File: config.mk
export PLATFORM = sky130hd
export DESIGN_NAME = exec_ops
export DESIGN_NICKNAME = d
export VERILOG_FILES = /design/src/exec_ops.v
export VERILOG_INCLUDE_DIRS = /design/src /design/src/pkg
export SDC_FILE = /design/constraint.sdc
export NUM_CORES = 1
export LEC_CHECK = 0
export ABC_AREA = 1
export BUFFER_PORTS_ARGS = -buffer_cell sky130_fd_sc_hd__buf_2
export CAP_MARGIN = 15
export CORE_ASPECT_RATIO = 1.25
export CORE_MARGIN = 4
export CORE_UTILIZATION = 33
export DETAILED_ROUTE_END_ITERATION = 8
export MAX_ROUTING_LAYER = met4
export PLACE_DENSITY = 0.58
export SLEW_MARGIN = 20
export SYNTH_ARGS = -nofsm -noshare
export SYNTH_HDL_FRONTEND = slang
export SYNTH_SLANG_ARGS = --single-unit
File: constraint.sdc
create_clock -name i_sys_clk -period 2.8 [get_ports i_sys_clk]
set_input_delay 0.56 -clock i_sys_clk [delete_from_list [all_inputs] [get_ports i_sys_clk]]
set_output_delay 0.56 -clock i_sys_clk [all_outputs]
set_load 0.05 [all_outputs]
File: src/pkg/exec_ops_map.vh
`ifndef EXEC_OPS_MAP_VH
`define EXEC_OPS_MAP_VH

// opcodes
`define OP_PUSH 8'hC0
`define OP_SUB_EXIT 8'h22
`define OP_INT_EXIT 8'h32
`define OP_ROT_L 8'h23
`define OP_ROT_LC 8'h33
`define OP_ROT_R 8'h03
`define OP_ROT_RC 8'h13
`define OP_SET_BIT_OP_C 8'hD3
`define OP_SET_BIT_OP_BIT 8'hD2
`define OP_SHORT_RELATIVE_JUMP 8'h80
`define OP_SUBTRACT_WITH_BORROW_IMM 8'h94
`define OP_SUBTRACT_WITH_BORROW_DIR 8'h95
`define OP_SUBTRACT_WITH_BORROW_IND0 8'h96
`define OP_SUBTRACT_WITH_BORROW_IND1 8'h97
`define OP_SUBTRACT_WITH_BORROW_REG_HI 5'h13

// source operand modes for subtract and push
`define SRC_REG 2'h0
`define SRC_DIR 2'h1
`define SRC_IND 2'h2
`define SRC_IMM 2'h3

// reset values
`define SP_RST 8'h07
`define ACC_RST 8'h00

// pc step past a two-byte instruction
`define PC_STEP2 16'h0002

`endif

File: src/exec_ops.v
`timescale 1ns/1ns
`default_nettype none
`include "exec_ops_map.vh"

// Summary of operation
// RULE1 - push: increment pointer, then write byte
// RULE2 - return: pop high, then low byte
// RULE3 - interrupt return also releases serviced priority
// RULE4 - interrupt return touches only pc, pointer
// RULE5 - one instruction runs before pending interrupt
// RULE6 - rotate left, bit7 to bit0, flags kept
// RULE7 - rotate left through carry, nine-bit ring
// RULE8 - rotate right, bit0 to bit7, flags kept
// RULE9 - rotate right through carry, nine-bit ring
// RULE10 - set bit: carry or addressable bit
// RULE11 - short jump: pc plus two plus displacement
// RULE12 - subtract with borrow, carry is borrow out
// RULE13 - auxiliary carry is borrow from bit three
// RULE14 - overflow flag is borrow six xor seven
// RULE15 - four source modes, one cycle each
// RULE16 - stack pointer wraps modulo 256
module exec_ops
(
  // clock, reset, enable
  input wire i_sys_clk,
  input wire i_rstn,
  input wire i_ce,
  // instruction request
  input wire i_op_valid,
  input wire [7:0] i_opcode,
  input wire [7:0] i_operand,
  input wire [15:0] i_pc,
  input wire [7:0] i_src_data,
  output wire o_ready,
  output wire [1:0] o_src_mode,
  output reg o_done,
  output reg o_unsupported,
  // internal data ram, asynchronous read
  output wire [7:0] o_ram_addr,
  output wire [7:0] o_ram_wdata,
  output wire o_ram_we,
  output wire o_ram_re,
  input wire [7:0] i_ram_rdata,
  // program counter load
  output reg o_pc_load,
  output reg [15:0] o_pc_target,
  // bit set request
  output reg o_bit_set,
  output reg [7:0] o_bit_addr,
  // interrupt priority logic
  input wire i_irq_pending,
  output reg o_prio_release,
  output wire o_irq_allow,
  // architectural state
  output wire [7:0] o_acc,
  output wire o_carry,
  output wire o_aux_carry,
  output wire o_ovf,
  output wire [7:0] o_stack_pointer
);

  localparam [1:0] ST_IDLE = 2'h0;
  localparam [1:0] ST_PUSH_WR = 2'h1;
  localparam [1:0] ST_POP_LO = 2'h2;
  localparam [1:0] ST_JMP = 2'h3;

  reg [1:0] state_q;
  reg [7:0] sp_q;
  reg [7:0] acc_q;
  reg cy_q;
  reg ac_q;
  reg ov_q;
  reg [7:0] data_q;
  reg int_exit_q;
  reg hold_q;

  wire accept;
  wire is_subtract_with_borrow;
  wire [10:0] sub_res;
  reg [1:0] src_mode_c;

  // {result, borrow7, borrow3, overflow}
  function [10:0] sub_borrow;
    input [7:0] a;
    input [7:0] s;
    input c;
    reg [8:0] full;
    reg [4:0] low4;
    reg [7:0] low7;
    begin
      full = {1'b0, a} - {1'b0, s} - {8'h00, c};
      low4 = {1'b0, a[3:0]} - {1'b0, s[3:0]} - {4'h0, c};
      low7 = {1'b0, a[6:0]} - {1'b0, s[6:0]} - {7'h00, c};
      sub_borrow = {full[7:0], full[8], low4[4], low7[7] ^ full[8]};
    end
  endfunction

  // opcode classes, shared by the ram strobe, the mode output and the execute step
  function is_return;
    input [7:0] op;
    begin
      is_return = (op == `OP_SUB_EXIT) || (op == `OP_INT_EXIT);
    end
  endfunction

  function is_subtract_with_borrow_reg;
    input [7:0] op;
    begin
      is_subtract_with_borrow_reg = (op[7:3] == `OP_SUBTRACT_WITH_BORROW_REG_HI);
    end
  endfunction

  function is_subtract_with_borrow_ind;
    input [7:0] op;
    begin
      is_subtract_with_borrow_ind = (op == `OP_SUBTRACT_WITH_BORROW_IND0) || (op == `OP_SUBTRACT_WITH_BORROW_IND1);
    end
  endfunction

  assign o_ready = (state_q == ST_IDLE);
  assign accept = i_op_valid & o_ready;
  assign is_subtract_with_borrow = is_subtract_with_borrow_reg(i_opcode) || is_subtract_with_borrow_ind(i_opcode) ||
                   (i_opcode == `OP_SUBTRACT_WITH_BORROW_IMM) || (i_opcode == `OP_SUBTRACT_WITH_BORROW_DIR);
  assign sub_res = sub_borrow(acc_q, i_src_data, cy_q);

  // tells the operand fetch where the source byte comes from; decoded from the
  // raw opcode so the fetch can finish in the same cycle as the request
  always @*
  begin
    if (is_subtract_with_borrow_reg(i_opcode))
    begin
      src_mode_c = `SRC_REG; // RULE15
    end
    else if (i_opcode == `OP_SUBTRACT_WITH_BORROW_IMM)
    begin
      src_mode_c = `SRC_IMM; // RULE15
    end
    else if (is_subtract_with_borrow_ind(i_opcode))
    begin
      src_mode_c = `SRC_IND; // RULE15
    end
    else
    begin
      src_mode_c = `SRC_DIR; // RULE15
    end
  end

  assign o_src_mode = src_mode_c;

  // return reads the stack at the current pointer both cycles
  assign o_ram_addr = sp_q;
  assign o_ram_wdata = data_q;
  assign o_ram_we = (state_q == ST_PUSH_WR); // RULE1
  assign o_ram_re = (state_q == ST_POP_LO) || (accept && is_return(i_opcode));

  // interrupts are held off while busy and for one instruction after an interrupt return
  assign o_irq_allow = ~hold_q & o_ready; // RULE5

  assign o_acc = acc_q;
  assign o_carry = cy_q;
  assign o_aux_carry = ac_q;
  assign o_ovf = ov_q;
  assign o_stack_pointer = sp_q;

  always @(posedge i_sys_clk or negedge i_rstn)
  begin
    if (!i_rstn)
    begin
      state_q <= ST_IDLE;
      sp_q <= `SP_RST;
      acc_q <= `ACC_RST;
      cy_q <= 1'b0;
      ac_q <= 1'b0;
      ov_q <= 1'b0;
      data_q <= 8'h00;
      int_exit_q <= 1'b0;
      hold_q <= 1'b0;
      o_done <= 1'b0;
      o_unsupported <= 1'b0;
      o_pc_load <= 1'b0;
      o_pc_target <= 16'h0000;
      o_bit_set <= 1'b0;
      o_bit_addr <= 8'h00;
      o_prio_release <= 1'b0;
    end
    else if (i_ce)
    begin
      o_done <= 1'b0;
      o_unsupported <= 1'b0;
      o_pc_load <= 1'b0;
      o_bit_set <= 1'b0;
      o_prio_release <= 1'b0;
      case (state_q)
        ST_IDLE:
        begin
          if (accept)
          begin
            if (i_opcode == `OP_PUSH)
            begin
              sp_q <= sp_q + 8'h01; // RULE1 RULE16
              data_q <= i_src_data;
              state_q <= ST_PUSH_WR;
            end
            else if (is_return(i_opcode))
            begin
              // RULE2 RULE4
              o_pc_target[15:8] <= i_ram_rdata;
              sp_q <= sp_q - 8'h01; // RULE16
              int_exit_q <= (i_opcode == `OP_INT_EXIT);
              state_q <= ST_POP_LO;
            end
            else if (i_opcode == `OP_SHORT_RELATIVE_JUMP)
            begin
              o_pc_target <= i_pc + `PC_STEP2 + {{8{i_operand[7]}}, i_operand}; // RULE11
              state_q <= ST_JMP;
            end
            else
            begin
              // single-cycle group completes at this edge
              o_done <= 1'b1;
              hold_q <= 1'b0; // RULE5
              if (i_opcode == `OP_ROT_L)
              begin
                acc_q <= {acc_q[6:0], acc_q[7]}; // RULE6
              end
              else if (i_opcode == `OP_ROT_LC)
              begin
                acc_q <= {acc_q[6:0], cy_q}; // RULE7
                cy_q <= acc_q[7];
              end
              else if (i_opcode == `OP_ROT_R)
              begin
                acc_q <= {acc_q[0], acc_q[7:1]}; // RULE8
              end
              else if (i_opcode == `OP_ROT_RC)
              begin
                acc_q <= {cy_q, acc_q[7:1]}; // RULE9
                cy_q <= acc_q[0];
              end
              else if (i_opcode == `OP_SET_BIT_OP_C)
              begin
                cy_q <= 1'b1; // RULE10
              end
              else if (i_opcode == `OP_SET_BIT_OP_BIT)
              begin
                o_bit_set <= 1'b1; // RULE10
                o_bit_addr <= i_operand;
              end
              else if (is_subtract_with_borrow)
              begin
                acc_q <= sub_res[10:3]; // RULE12 RULE15
                cy_q <= sub_res[2]; // RULE12
                ac_q <= sub_res[1]; // RULE13
                ov_q <= sub_res[0]; // RULE14
              end
              else
              begin
                // not handled here; completes with no effect
                o_unsupported <= 1'b1;
              end
            end
          end
        end
        ST_PUSH_WR:
        begin
          o_done <= 1'b1;
          hold_q <= 1'b0;
          state_q <= ST_IDLE;
        end
        ST_POP_LO:
        begin
          o_pc_target[7:0] <= i_ram_rdata; // RULE2
          sp_q <= sp_q - 8'h01; // RULE2 RULE16
          o_pc_load <= 1'b1;
          o_done <= 1'b1;
          o_prio_release <= int_exit_q; // RULE3
          // a pending request of any level waits one instruction
          hold_q <= int_exit_q; // RULE5
          state_q <= ST_IDLE;
        end
        ST_JMP:
        begin
          o_pc_load <= 1'b1; // RULE11
          o_done <= 1'b1;
          hold_q <= 1'b0;
          state_q <= ST_IDLE;
        end
        default:
        begin
          state_q <= ST_IDLE;
        end
      endcase
    end
  end

  // pending level is only consumed by the priority logic through o_irq_allow
  wire unused_pending;
  assign unused_pending = i_irq_pending;

endmodule

`default_nettype wire

==> summary.md <==
| Metric | Value |
|---|---|
| Status | `finished, final reports clean` |
| Synth warn | `0` |
| Initial antenna violation count | `0` |
| Synth unique cells | `50` |
| Main area contributors after synthesis | `dfrtp_1 28%, nand2_1 13%, ha_1 11%` |
| Adder-cell share of the synthesized area | `a little under an eighth` |
| Post-synthesis sequential area ratio | `29.87%` |
| Inst Count DP | `980` |
| Post-synthesis mux area share | `just under 3%` |
| Worst hold slack | `approximately 240 ps` |
| Buffer type at the clock tree root | `clkbuf_16` |
| CTS buffer count | `9` |
| Final setup fails | `0` |
| Most used cell, CP | `inv_1` |
| Via count | `4730` |
| Netlist Area Pre-Place | `0.005040 sq mm` |
| Clk_skew | `7.396 ps` |
| Area growth from synthesis to layout | `21.70%` |
| HPWL Detailed | `around 11 mm` |
| CP peak stage delay | `about 410 ps` |
| Max VDD drop | `0.0005191 V` |
| Final Hold Violating Endpoints | `0` |
| Max-cap viol count | `0` |
| Post-Synth XOR/XNOR Area | `roughly 3.1%` |
| Number of setup buffers added after CTS | `0` |
| Worst Slack Setup Final | `399.9 ps` |
| Post-route DRC | `0` |
| Fillers | `1593` |
| RSZ-0062 raised after global routing | `no` |
| CP Data Arrival Time | `1840 ps` |
| Placeable Area | `0.01495 sq mm` |
| Maximum fanout along the worst path | `14` |
| IO buf count | `121` |
| CTS tree | `done` |
| First-pass GRT wire length | `23.45 mm` |
| Die X | `118.5 um` |
| Cell row count | `50` |
| Clk sinks | `60` |
| DR pass1 iterations | `5` |
| Most used DFF post-synth | `dfrtp_1` |
| Flop2flop setup slack | `around 450 ps` |
| Post-synthesis simple-gate area fraction | `29.94%` |
| Share of cells above drive strength 1 | `26.54%` |
| # diodes | `0` |
| Post-synth EDFFs | `0` |
| Hold Path Class | `input pin to asynchronous set/reset pin` |
| Most area-hungry cell type in the Yosys netlist | `dfrtp_1` |
| Vias in the first global route | `4904` |
| GRT Util Overall | `17.13%` |
| Initial Util | `33.71%` |
| Post-route ant nets | `0` |
| Post-layout min period | `2400 ps` |
| FFs w/ async S/R, synth | `100.0%` |
| Ports | `between 100 and 150` |
| Worst path cell trace | `inv_1, nor2_2, buf_4, inv_1, o21ai_1, buf_2` |
| Fin crit share | `85.72%` |
| Setup TNS Final | `0 ps` |
| PwrDens | `~960 mW/mm^2` |
| Drt total wl | `13.60 mm` |
| Grt ovf | `0` |
| Slew margin rel. | `between 50% and 60%` |
| Max Root-Sink Buffers | `2` |
| Post-synthesis area per instance | `~7.4 sq um` |
| Dpl ws | `104.6 ps` |
| First DRT Iteration DRCs | `231` |
| Worst-path clk slew | `60 ps` |
| Crit. End Element | `output pin` |
| Nets | `908` |
| Clock Latency Late Sink | `between 300 and 400 ps` |
| Post-synthesis cell count | `683` |
| Post-synthesis compound-gate area fraction | `12.31%` |
| Gpl congestion | `0.8770` |
| DIE HEIGHT | `146.2 um` |
| Drt wl/cell | `13.65 um` |
| Largest family of logic cells by synthesized area | `simple AND/OR/NAND/NOR gates` |
| Largest net degree at the start of global routing | `38` |
| Die ar. | `0.01733 sq mm` |
| Syn_nets | `782` |
| Vias per inst | `4.749` |
| Worst Tran Pin Value | `around 630 ps` |
| Critical path class | `flop to output pin` |
| Slowest CP cell | `dfrtp_1` |
| Fin cells | `about 1000` |
| FMAX | `0.4166 GHz` |
| Startpoint Class | `flop` |
| Critical path data required time | `2240 ps` |
| Synth top area share | `between 20 and 30%` |
| Lkg Pwr | `roughly 0.0034 uW` |
| Htree depth | `3` |
| Number of synthesized register bits | `60` |
| Slew Limit Fails | `0` |
| Worst-case reg-to-reg path depth | `9` |
| # hold bufs at CTS | `0` |
| Resize count post-CTS | `0` |
[critical path, delay by kind of cell, from the launching register on]
family / cells / cell delay [ps]
simple gates: 1 / 40
flops: 1 / 410
buf+inv: 4 / 880
compound gates: 1 / 170
[cell usage after synthesis, drive strengths merged, types with 3 or more instances]
cell and n:
nand2 182, ha 43, o21a 4, o31ai 4
xor2 14, nand4 9, a21oi 33, fa 3
nor2 84, o21ai 50, dfstp 3, buf 14
mux2 13, o211ai 4, nor3 3, dfrtp 57
nand3 47, inv 99, xnor2 4
[layout make-up]
class / count / area, sq um / area share (%)
Multi-Input combinational cell: 507 / 3032 / 49.43
Sequential cell: 60 / 1505 / 24.54
Timing Repair Buffer: 130 / 685.7 / 11.18
Inverter: 101 / 389.1 / 6.344
Clock buffer: 10 / 229.0 / 3.733
Tap cell: 182 / 227.7 / 3.713
Clock inverter: 6 / 65.06 / 1.061
[cells in the final DEF (no fill, tap or decap), drive strengths merged, types with 2 or more instances in the layout]
cell type    n
nand2      182
buf        130
inv         99
nor2        84
dfrtp       57
o21ai       50
nand3       47
ha          43
a21oi       33
xor2        14
mux2        13
clkbuf      10
nand4        9
clkinv       6
o211ai       4
o21a         4
xnor2        4
o31ai        4
fa           3
dfstp        3
nor3         3
nand3b       2
a21boi       2
[routing by layer]
layer  part of all wire, %  track usage (%)  wire [um]  up-vias
li1                      -                -          -     2467
met1                    44            19.81       5917     2140
met2                    50            29.25       6841      107
met3                   4.3            3.991        588       16
met4                   1.8            5.681        251        0
met5                     0                -          0        -
[sequential cells by signal, summed over array words and instances, names as in the netlist]
name            count
o_ovf               1
o_pc_target        16
o_ram_wdata         8
o_bit_addr          8
o_done              1
o_acc               8
o_prio_release      1
o_pc_load           1
int_exit_q          1
o_carry             1
hold_q              1
o_ram_addr          8
o_bit_set           1
o_aux_carry         1
state_q             2
o_unsupported       1
[power breakdown]
| part | internal, uW | total, uW | switching, uW |
|---|---|---|---|
| registers | 1110 | 1340 | 232 |
| clock network | 688 | 1120 | 431 |
| logic | 980 | 3410 | 2430 |
[path summary, 6_finish.rpt]
path	startpoint	endpoint
hold reg to reg	hold_q	hold_q
max in group asynchronous	i_rstn	o_ram_wdata[0]
setup / recovery	state_q[1]	o_ram_re
setup reg to reg	o_carry	o_acc[4]
hold / removal	i_rstn	o_ram_addr[3]
min in group i_sys_clk	i_src_data[4]	o_ram_wdata[4]
[per-stage QoR]
stage | util, % | instance area [sq um] | power (uW)
2_1_floorplan | - | 5040 | 4044
6_report | 41.02 | 6133 | 5865
3_5_place_dp | 39.05 | 5839 | 4798
3_3_place_gp | 39.05 | 5839 | 4776
5_1_grt | 41.02 | 6133 | 6391
4_1_cts | 41.02 | 6133 | 5963
[logic make-up (layout without fill, tap and decap cells)]
logic type | count (synthesis) | in the layout
flip-flops | 60 | 60
adder cells (fa/ha/maj) | 46 | 46
multiplexers | 13 | 13
AO/OA/AOI/OAI | 102 | 102
buffers and inverters | 116 | 247
XOR/XNOR | 18 | 18
AND/OR/NAND/NOR | 328 | 328
Note: power is estimated with default switching activity, not from simulation.
